`src/rtl/lbs_cfg.svh`:
```
// lbs_cfg.svh: register indices, field positions, reset values and timing for the
// led behaviour selector. assumes a 200 MHz system clock and APB byte addressing.
`ifndef LBS_CFG_SVH
`define LBS_CFG_SVH
// register indices; byte address is four times the index
`define LBS_IDX_SEL_A 8'h81
`define LBS_IDX_SEL_B 8'h82
`define LBS_IDX_SEL_C 8'h83
`define LBS_IDX_DRIVE 8'h90
`define LBS_IDX_LINK 8'h91
`define LBS_IDX_POL 8'h92
`define LBS_IDX_DIRIN 8'h93
`define LBS_IDX_CFG 8'h94
`define LBS_IDX_PER 8'h95
`define LBS_IDX_STAT 8'h96
`define LBS_IDX_LSB 2
`define LBS_IDX_MSB 9
// behaviour codes
`define LBS_MODE_DIRECT 2'h0
`define LBS_MODE_PULSE1 2'h1
`define LBS_MODE_PULSE2 2'h2
`define LBS_MODE_BREATHE 2'h3
// config register bit positions
`define LBS_CFG_PWR 0
`define LBS_CFG_SLEEP 1
`define LBS_CFG_DEEP_LOW_POWER_BIT 2
`define LBS_CFG_EDGE 3
`define LBS_CFG_CNT1_LSB 4
`define LBS_CFG_CNT2_LSB 7
// period register field positions
`define LBS_PER_P1_LSB 0
`define LBS_PER_P2_LSB 8
`define LBS_PER_BR_LSB 16
// reset values
`define LBS_SEL_RST 8'h00
`define LBS_VEC_RST 11'h000
`define LBS_CNT_RST 3'h4
`define LBS_P1_RST 7'h20
`define LBS_P2_RST 7'h14
`define LBS_BR_RST 7'h5D
`define LBS_DUTY_MIN 8'h00
`define LBS_DUTY_MAX 8'hFF
// timing: a period step is split into ramp sub-ticks
`define LBS_STEP_MS 32
`define LBS_RAMP_STEPS 512
`define LBS_CLK_NS 5
`endif

```
`src/rtl/lbs_pkg.sv`:
```
// lbs_pkg: types shared by the led behaviour selector.
// assumes lbs_cfg.svh supplies all numeric constants.
package lbs_pkg;
	// per-channel sequencing state
	typedef enum {ST_IDLE, ST_RUN, ST_P1, ST_TAIL} lbs_state_e;
	// one channel's running context
	typedef struct packed {
		logic [1:0] mode;
		logic [7:0] duty;
		logic up;
		logic [6:0] pre;
		logic [2:0] cnt;
	} lbs_chan_s;
	// apb request group from the master
	typedef struct packed {
		logic psel;
		logic penable;
		logic pwrite;
		logic [11:0] paddr;
		logic [31:0] pwdata;
	} lbs_apb_req_s;
endpackage : lbs_pkg

```
`src/rtl/lbs_top.sv`:
```
// lbs_top: eleven-channel led behaviour selector with an apb register file.
// assumes touch status arrives as levels from logic on SYS_CLK, apb master on SYS_CLK.
//
// Overview of operation
// - two-bit behaviour field per channel
// - input-configured channel ignores its field
// - linked channel follows sensor touch/release
// - unlinked channel: drive bit set/clear
// - start and stop triggers per mode
// - idle output level from polarity
// - pulse one ignores drive bit until done
// - link switch: direct/breathe follow, pulses finish
// - inactive new source acts as release
// - first register holds channels four to one
// - second register holds channels eight to five
// - channel eleven sleep field when asleep with the indicator on
// - channel eleven awake field otherwise
// - third register low fields: channels ten, nine
// - direct drives active on start, idle on stop
// - pulse one: counted pulses, no stop
// - pulse two: continuous, counted tail, then minimum
// - breathe ramps minimum to maximum and back
// - direct runs at maximum pwm rate
// - edge select picks pulse one start edge
// - count field zero means one pulse
// - period steps of one unit, zero as one
//
// Chosen here: the APB register port.
`timescale 1ns/1ps
`default_nettype none
`include "lbs_cfg.svh"
module lbs_top #(
	parameter int NCH = 11,
	parameter int SUBTICK_CYC = (`LBS_STEP_MS * 1000000 / `LBS_RAMP_STEPS) / `LBS_CLK_NS,
	parameter logic [10:0] LINK_MASK = 11'h37F
) (
	input wire logic SYS_CLK, // system clock
	input wire logic SYS_RST, // synchronous reset, active high
	input wire lbs_pkg::lbs_apb_req_s APB_REQ, // apb request group
	output logic [31:0] PRDATA, // apb read data
	output logic PREADY, // apb ready
	output logic PSLVERR, // apb error on unmapped address
	input wire logic [NCH-1:0] TOUCH_IN, // touch levels, ch9/ch10 group down/up
	output logic [NCH-1:0] LED_OUT, // led pin levels
	output logic [NCH-1:0] LED_OE_N // pin drive enable, low while driven
);
	// elaboration checks: field packing is fixed at eleven channels
	if (NCH != 11) begin : g_nch_chk
		$error("lbs_top supports exactly eleven channels");
	end
	if (SUBTICK_CYC < 1) begin : g_tick_chk
		$error("SUBTICK_CYC must be at least one");
	end
	// register file
	logic [7:0] sel_a_r, sel_b_r, sel_c_r;
	logic [NCH-1:0] drive_r, link_r, pol_r, dirin_r;
	logic [9:0] cfg_r;
	logic [6:0] p1_r, p2_r, br_r;
	logic [31:0] prdata_r;
	// apb decode
	wire [7:0] idx = APB_REQ.paddr[`LBS_IDX_MSB:`LBS_IDX_LSB];
	wire aligned = (APB_REQ.paddr[1:0] == 2'h0) && (APB_REQ.paddr[11:10] == 2'h0);
	wire setup = APB_REQ.psel && !APB_REQ.penable;
	wire access = APB_REQ.psel && APB_REQ.penable;
	wire wr = access && APB_REQ.pwrite;
	logic mapped;
	logic [31:0] rd_mux;
	// per-channel state
	lbs_pkg::lbs_state_e st_r [NCH];
	lbs_pkg::lbs_state_e st_nxt [NCH];
	lbs_pkg::lbs_chan_s ch_r [NCH];
	lbs_pkg::lbs_chan_s ch_nxt [NCH];
	logic [NCH-1:0] src_d_r;
	logic [NCH-1:0] active;
	logic [NCH-1:0] lit;
	logic [NCH-1:0] out_r;
	logic [7:0] pwm_r;
	logic [31:0] sub_r;
	// zero period behaves as one step
	function automatic logic [6:0] per_min1(input logic [6:0] p);
		per_min1 = (p == 7'h00) ? 7'h01 : p;
	endfunction : per_min1
	// pwm compare; full scale forces a steady on level
	function automatic logic pwm_on(input logic [7:0] duty, input logic [7:0] cnt);
		pwm_on = (duty == `LBS_DUTY_MAX) || (duty > cnt);
	endfunction : pwm_on
	// read selection and map check
	always_comb begin
		mapped = aligned;
		rd_mux = 32'h0000_0000;
		if (idx == `LBS_IDX_SEL_A) begin
			rd_mux = {24'h000000, sel_a_r};
		end else if (idx == `LBS_IDX_SEL_B) begin
			rd_mux = {24'h000000, sel_b_r};
		end else if (idx == `LBS_IDX_SEL_C) begin
			rd_mux = {24'h000000, sel_c_r};
		end else if (idx == `LBS_IDX_DRIVE) begin
			rd_mux = {21'h000000, drive_r};
		end else if (idx == `LBS_IDX_LINK) begin
			rd_mux = {21'h000000, link_r};
		end else if (idx == `LBS_IDX_POL) begin
			rd_mux = {21'h000000, pol_r};
		end else if (idx == `LBS_IDX_DIRIN) begin
			rd_mux = {21'h000000, dirin_r};
		end else if (idx == `LBS_IDX_CFG) begin
			rd_mux = {22'h000000, cfg_r};
		end else if (idx == `LBS_IDX_PER) begin
			rd_mux = {9'h000, br_r, 1'b0, p2_r, 1'b0, p1_r};
		end else if (idx == `LBS_IDX_STAT) begin
			rd_mux = {5'h00, out_r, 5'h00, active};
		end else begin
			mapped = 1'b0;
		end
	end
	// zero wait states; errors only in the access phase
	assign PREADY = 1'b1;
	assign PSLVERR = access && !mapped;
	assign PRDATA = prdata_r;
	// read data is captured in the setup cycle so it is steady for the access
	always_ff @(posedge SYS_CLK) begin
		if (SYS_RST) begin
			prdata_r <= 32'h0000_0000;
		end else if (setup && !APB_REQ.pwrite) begin
			prdata_r <= mapped ? rd_mux : 32'h0000_0000;
		end
	end
	// register writes take effect at the access edge only
	always_ff @(posedge SYS_CLK) begin
		if (SYS_RST) begin
			sel_a_r <= `LBS_SEL_RST;
			sel_b_r <= `LBS_SEL_RST;
			sel_c_r <= `LBS_SEL_RST;
			drive_r <= `LBS_VEC_RST;
			link_r <= `LBS_VEC_RST;
			pol_r <= `LBS_VEC_RST;
			dirin_r <= `LBS_VEC_RST;
			cfg_r <= {`LBS_CNT_RST, `LBS_CNT_RST, 4'h0};
			p1_r <= `LBS_P1_RST;
			p2_r <= `LBS_P2_RST;
			br_r <= `LBS_BR_RST;
		end else if (wr && aligned) begin
			if (idx == `LBS_IDX_SEL_A) begin
				sel_a_r <= APB_REQ.pwdata[7:0];
			end else if (idx == `LBS_IDX_SEL_B) begin
				sel_b_r <= APB_REQ.pwdata[7:0];
			end else if (idx == `LBS_IDX_SEL_C) begin
				sel_c_r <= APB_REQ.pwdata[7:0];
			end else if (idx == `LBS_IDX_DRIVE) begin
				drive_r <= APB_REQ.pwdata[NCH-1:0];
			end else if (idx == `LBS_IDX_LINK) begin
				link_r <= APB_REQ.pwdata[NCH-1:0] & LINK_MASK;
			end else if (idx == `LBS_IDX_POL) begin
				pol_r <= APB_REQ.pwdata[NCH-1:0];
			end else if (idx == `LBS_IDX_DIRIN) begin
				dirin_r <= APB_REQ.pwdata[NCH-1:0];
			end else if (idx == `LBS_IDX_CFG) begin
				cfg_r <= APB_REQ.pwdata[9:0];
			end else if (idx == `LBS_IDX_PER) begin
				p1_r <= APB_REQ.pwdata[`LBS_PER_P1_LSB +: 7];
				p2_r <= APB_REQ.pwdata[`LBS_PER_P2_LSB +: 7];
				br_r <= APB_REQ.pwdata[`LBS_PER_BR_LSB +: 7];
			end
		end
	end
	// channel eleven picks its sleep field only with the indicator on and asleep
	wire asleep = cfg_r[`LBS_CFG_SLEEP] || cfg_r[`LBS_CFG_DEEP_LOW_POWER_BIT];
	wire use_alt = cfg_r[`LBS_CFG_PWR] && asleep;
	wire [1:0] ch11_field = use_alt ? sel_c_r[7:6] : sel_c_r[5:4];
	// packed fields, two bits per channel, channel one lowest
	wire [2*NCH-1:0] fld = {ch11_field, sel_c_r[3:0], sel_b_r, sel_a_r};
	// trigger source: sensor when linked, drive bit otherwise
	wire [NCH-1:0] lnk = link_r & LINK_MASK;
	wire [NCH-1:0] src = (lnk & TOUCH_IN) | (~lnk & drive_r);
	// a link switch onto a low source shows as a fall, i.e. a release
	wire [NCH-1:0] rise = src & ~src_d_r;
	wire [NCH-1:0] fall = ~src & src_d_r;
	wire edge_sel = cfg_r[`LBS_CFG_EDGE];
	wire [2:0] cnt1 = cfg_r[`LBS_CFG_CNT1_LSB +: 3];
	wire [2:0] cnt2 = cfg_r[`LBS_CFG_CNT2_LSB +: 3];
	wire tick = (sub_r == SUBTICK_CYC - 1);
	// group start on one of nine/ten forces the other off; nine wins a tie
	logic [NCH-1:0] grp_start;
	logic [NCH-1:0] force_off;
	always_comb begin
		grp_start = '0;
		force_off = '0;
		for (int i = 8; i < 10; i++) begin
			grp_start[i] = lnk[i] && rise[i] && (st_r[i] == lbs_pkg::ST_IDLE) && !dirin_r[i];
		end
		force_off[9] = grp_start[8];
		force_off[8] = grp_start[9] && !grp_start[8];
	end
	// sub-tick divider and pwm counter
	always_ff @(posedge SYS_CLK) begin
		if (SYS_RST) begin
			sub_r <= 32'h0000_0000;
			pwm_r <= 8'h00;
		end else begin
			sub_r <= tick ? 32'h0000_0000 : sub_r + 32'h0000_0001;
			pwm_r <= pwm_r + 8'h01; // free running: highest pwm rate
		end
	end
	// per-channel sequencing
	always_comb begin
		logic [6:0] per;
		logic pend;
		logic [1:0] live;
		per = 7'h01;
		pend = 1'b0;
		live = `LBS_MODE_DIRECT;
		for (int i = 0; i < NCH; i++) begin
			st_nxt[i] = st_r[i];
			ch_nxt[i] = ch_r[i];
			live = fld[2*i +: 2];
			// period of the behaviour running on this channel
			if (ch_r[i].mode == `LBS_MODE_PULSE1) begin
				per = per_min1(p1_r);
			end else if (ch_r[i].mode == `LBS_MODE_PULSE2) begin
				per = per_min1(p2_r);
			end else begin
				per = per_min1(br_r);
			end
			// triangle ramp: min to max to min per pulse
			pend = 1'b0;
			if (tick && (st_r[i] != lbs_pkg::ST_IDLE) && (ch_r[i].mode != `LBS_MODE_DIRECT)) begin
				if (7'(ch_r[i].pre + 7'h01) >= per) begin
					ch_nxt[i].pre = 7'h00;
					if (ch_r[i].up) begin
						if (ch_r[i].duty == `LBS_DUTY_MAX) begin
							ch_nxt[i].up = 1'b0;
						end else begin
							ch_nxt[i].duty = 8'(ch_r[i].duty + 8'h01);
						end
					end else if (ch_r[i].duty == `LBS_DUTY_MIN) begin
						ch_nxt[i].up = 1'b1;
						pend = 1'b1;
					end else begin
						ch_nxt[i].duty = 8'(ch_r[i].duty - 8'h01);
					end
				end else begin
					ch_nxt[i].pre = 7'(ch_r[i].pre + 7'h01);
				end
			end
			case (st_r[i])
				lbs_pkg::ST_IDLE: begin
					ch_nxt[i].duty = `LBS_DUTY_MIN;
					ch_nxt[i].up = 1'b1;
					ch_nxt[i].pre = 7'h00;
					ch_nxt[i].cnt = 3'h0;
					ch_nxt[i].mode = live; // mode latched only when idle
					if (live == `LBS_MODE_PULSE1) begin
						if (edge_sel ? fall[i] : rise[i]) begin
							st_nxt[i] = lbs_pkg::ST_P1;
						end
					end else if (rise[i]) begin
						st_nxt[i] = lbs_pkg::ST_RUN;
					end
				end
				lbs_pkg::ST_RUN: begin
					if (fall[i]) begin
						if (ch_r[i].mode == `LBS_MODE_PULSE2) begin
							st_nxt[i] = lbs_pkg::ST_TAIL;
							ch_nxt[i].cnt = 3'h0;
						end else begin
							st_nxt[i] = lbs_pkg::ST_IDLE;
						end
					end
				end
				lbs_pkg::ST_P1: begin
					// source edges are ignored and not remembered here
					if (pend) begin
						if (ch_r[i].cnt == cnt1) begin
							st_nxt[i] = lbs_pkg::ST_IDLE;
						end else begin
							ch_nxt[i].cnt = 3'(ch_r[i].cnt + 3'h1);
						end
					end
				end
				lbs_pkg::ST_TAIL: begin
					if (pend) begin
						if (ch_r[i].cnt == cnt2) begin
							st_nxt[i] = lbs_pkg::ST_IDLE;
						end else begin
							ch_nxt[i].cnt = 3'(ch_r[i].cnt + 3'h1);
						end
					end
				end
				default: begin
					st_nxt[i] = lbs_pkg::ST_IDLE;
				end
			endcase
			// input pins and the group interlock override everything
			if (dirin_r[i] || force_off[i]) begin
				st_nxt[i] = lbs_pkg::ST_IDLE;
			end
		end
	end
	// lit level: direct is steady on, ramped modes use the pwm compare
	always_comb begin
		for (int i = 0; i < NCH; i++) begin
			active[i] = (st_r[i] != lbs_pkg::ST_IDLE);
			if (!active[i]) begin
				lit[i] = 1'b0;
			end else if (ch_r[i].mode == `LBS_MODE_DIRECT) begin
				lit[i] = 1'b1;
			end else begin
				lit[i] = pwm_on(ch_r[i].duty, pwm_r);
			end
		end
	end
	// channel registers
	always_ff @(posedge SYS_CLK) begin
		for (int i = 0; i < NCH; i++) begin
			if (SYS_RST) begin
				st_r[i] <= lbs_pkg::ST_IDLE;
				ch_r[i] <= '0;
			end else begin
				st_r[i] <= st_nxt[i];
				ch_r[i] <= ch_nxt[i];
			end
		end
	end
	// previous source level and pin register; idle level equals polarity bit
	always_ff @(posedge SYS_CLK) begin
		if (SYS_RST) begin
			src_d_r <= '0;
			out_r <= '0;
		end else begin
			src_d_r <= src;
			out_r <= lit ^ pol_r;
		end
	end
	assign LED_OUT = out_r;
	assign LED_OE_N = dirin_r;
endmodule : lbs_top

`default_nettype wire

```
`config.mk`:
```
export PLATFORM = sky130hd
export DESIGN_NAME = lbs_top
export DESIGN_NICKNAME = d
export VERILOG_FILES = /design/src/rtl/lbs_pkg.sv /design/src/rtl/lbs_top.sv
export VERILOG_INCLUDE_DIRS = /design/src /design/src/rtl
export SDC_FILE = /design/constraint.sdc
export NUM_CORES = 2
export LEC_CHECK = 0
export BUFFER_PORTS_ARGS = -buffer_cell sky130_fd_sc_hd__buf_2
export CAP_MARGIN = 20
export CORE_ASPECT_RATIO = 0.7
export CORE_UTILIZATION = 64
export DETAILED_ROUTE_END_ITERATION = 8
export PLACE_DENSITY = 0.89
export SLEW_MARGIN = 20
export SYNTH_ARGS = -nofsm -noshare
export SYNTH_HDL_FRONTEND = slang
export SYNTH_SLANG_ARGS = --single-unit
```
`constraint.sdc`:
```
create_clock -name SYS_CLK -period 3.7 [get_ports SYS_CLK]
set_input_delay 0 -clock SYS_CLK [delete_from_list [all_inputs] [get_ports SYS_CLK]]
set_output_delay 0 -clock SYS_CLK [all_outputs]
set_load 0.01 [all_outputs]
```
==> impl_results.md <==
- Fin crit period: 3.530 ns
- Overflow after GRT: 0
- Die Span Y: 182.6 µm
- Routed len/inst: 21.14 µm
- Number of I/O pins: between 100 and 150
- Outcome: finished, final reports clean
- Worst-path clk slew: 0.06 ns
- First-pass GRT wire length: 147,400 µm
- Worst rel slew slack: 29.96%
- Critical path type: reg -> reg
- CTS Buf Count: 44
- Gate count of the mapped netlist: 3,758
- CTS root buf: clkbuf_16
- Seq pwr share: roughly 48%
- Crit path buffers/inverters: 0
- Slowest CP cell: a21oi_2
- Die ar.: 47,470 µm²
- Pins Over Slew Limit: 0
- Finished Cell Area: 32,900 µm²
- CP cell instances: nor4_2 > a21oi_2 > nand2_1 > o211ai_1 > o21ai_0 > ha_1 > nor2b_1 > o21ai_0 > a31oi_1 > o21ai_0 > nand4_2 > or3_1 > a21oi_1
- Total track usage: 38.62%
- Vias in the first global route: approximately 28,000
- Crit path required time: about 4.2 ns
- Synth cell types: 89
- Top post-synthesis cells by count: 438 x dfxtp_1, 427 x nand2_1, 419 x nor2_1
- Sum Neg Setup Slack: 0 ns
- Power Density: 303.7 nW/µm²
- Power consumption: ~0.01 W
- Mapped cell area: 29,820 µm²
- Syn Area/Cell: 7.935 µm²
- TritonCTS clock tree: done
- Initial Utilization: between 60% and 70%
- Clk sinks: 438
- IO Port Bufs: 96
- Worst-Skew Late Latency: 0.59 ns
- FFs w/ async S/R, synth: 0%
- Initial antenna violation count: 3
- Net count of the finished layout: 4,164
- DP Area: 31,020 µm²
- Final antenna-violating net count: 0
- CTS HTree Levels: 2
- Floorplan row count: 65
- DIE WIDTH: approximately 260 µm
- Clk_skew: 0.03325 ns
- Peak VDD IR: between 0.2 and 0.3 mV
- HP Class: in -> reg
- Area grow syn2layout: 10.31%
- Critical Path AT: 4.01 ns
- Top cell type by total area after synthesis: dfxtp_1
- Post-synthesis sequential area ratio: around 29%
- Combinational share of power: 5.4%
- Final Hold Vio Count: 0
- Cell mode on critical path: o21ai_0
- Pre-antenna DRT Iters: 6
- Switching Share: 24.05%
- 1st-iter DRT viols: about 4,000
- Setup Viol. Count Final: 0
- Vias: roughly 29,000
- CP max stage delay: ~0.55 ns
- Clock power share: 47.1%
- Clock Path Buffers: 3
- Share of post-route cells with drive strength above 1: 9.966%
- Max Cap Viol: 0
- Post-synth EDFFs: 0
- Core ar.: ~46,000 µm²
- Largest net degree at the start of global routing: 170
- Maximum fanout along the worst path: 9
- Crit. End Element: flop
- Most numerous cell in the Yosys netlist: dfxtp_1
- HPWL Detailed: 65,770 µm
- Post-Place Setup Slack: -0.02202 ns
- RePlAce Congestion: 1.050
- CP Launch Type: flop
- Synth area leaders: dfxtp_1 29%, ha_1 11%, nand2_1 5.4%
- Pleak: approximately 13 nW
- WL final: 94,650 µm
- # Post-CTS Setup Buffers: 0
- Int Power: 0.007588 W
- FMAX: 283.3 MHz
- DRC Markers: 0
- Synth top area share: between 20% and 30%
- P_sw: about 0.0024 W
- Top delay family on crit path: compound AO/OA/AOI/OAI gates
- Hold WS: 0.01457 ns
- Synth Flop Type: dfxtp_1
- Vias per std cell: 6.568
- Final Cycle Share: 95.40%
- FF+latch count, synth: 438
- Worst slew pin tran: ~1.0 ns
- Synth Warn #: 0
- Final WS setup: 0.1701 ns
## final cells by class
type | count | area, µm²
inverters | 71 | 266.5
clock buffers | 57 | 1240
diodes | 1 | 2.502
fillers | 3393 | 12650
multi-input cells | 3058 | 20060
well taps | 603 | 754.5
repair buffers | 225 | 1558
clock inverters | 24 | 246.5
flip-flops and latches | 438 | 8768
## worst reg2reg max path: stages, from the launching register on
cell	delay [ns]
dfxtp_1	0.36
nor4_2	0.08
a21oi_2	0.55
nand2_1	0.12
o211ai_1	0.11
o21ai_0	0.11
ha_1	0.28
nor2b_1	0.04
o21ai_0	0.14
a31oi_1	0.12
o21ai_0	0.46
nand4_2	0.45
or3_1	0.48
a21oi_1	0.14
## power groups by stage
stage	Clock [W]	Combinational [W]	Sequential (W)
2_1_floorplan	0	0.000335	0.00484
3_3_place_gp	0	0.000473	0.00485
3_5_place_dp	0	0.000486	0.00485
4_1_cts	0.00468	0.000519	0.00474
5_1_grt	0.00488	0.000579	0.00474
6_report	0.00471	0.000538	0.00474
## cell families after synthesis
kind of cell,synth area share (%)
flops,29.40
buf+inv,3.529
mux,6.579
compound gates,17.52
other cells,0.02518
simple gates,24.07
xor+xnor,7.431
fa+ha+maj,11.44
## state kept, by name (all words and copies together), names as in the netlist
register,count
LED_OE_N,11
LED_OUT,11
PRDATA,26
br_r,7
cfg_r,10
ch_r,231
drive_r,11
link_r,9
p1_r,7
p2_r,7
pol_r,11
pwm_r,8
sel_a_r,8
sel_b_r,8
sel_c_r,8
src_d_r,11
st_r,22
sub_r,32
## worst paths after layout
kind	slack, ns	startpoint	endpoint	cells past startpoint
min reg2reg	0.45	PRDATA[21]	PRDATA[21]	2
min	0.01	APB_REQ[45]	PRDATA[10]	5
max reg2reg	0.17	br_r[1]	ch_r[5][18]	13
max	0.17	br_r[1]	ch_r[5][18]	13
## per-stage QoR
step,util (%),std cells
CTS,72.17,4476
floorplan,-,3763
finish,72.23,4477
global route,72.23,4477
global placement,68.11,4359
detailed placement,68.11,4359
## routing by layer
metal	track usage [%]	part of all wire, %
met1	50.78	39
met2	57.95	42
met3	10.31	13
met4	19.67	5.8
met5	0	0.017
## layout by cell type (no fill, tap or decap), types with 9 or more instances in the layout
master         count
buf_2             95
a21o_1            63
nand2_1          427
mux2_2            52
inv_1             70
dlygate4sd3_1     36
nor4_1            48
dfxtp_1          438
o21ai_0          212
nor2b_1           56
and2_1            14
xnor2_1          153
a21oi_1          304
nand4_1           55
a31oi_1           52
buf_4             92
o22a_1            24
clkbuf_16         44
o211ai_1          22
o31ai_1           13
a211oi_1          34
o21bai_1          18
or3_1             21
or2_2             20
ha_1             255
nand3b_1          10
mux2i_1          133
a22oi_1           23
nand3_1          125
a22o_1            17
clkbuf_8           9
xor2_1           100
nor2_1           418
and3_1            56
nand2b_1          22
and4_1            21
nor3_1           128
clkinv_2          14
fa_1              11
## timing repair
action | 4_1_cts | 5_1_grt
resized for setup | 1 | 5
endpoints found under the setup margin | 1 | 77
pin swaps | 0 | 1
hold buffers | 36 | 0
hold endpoints to repair | 133 | 0
(Power assumes the default switching activity.)
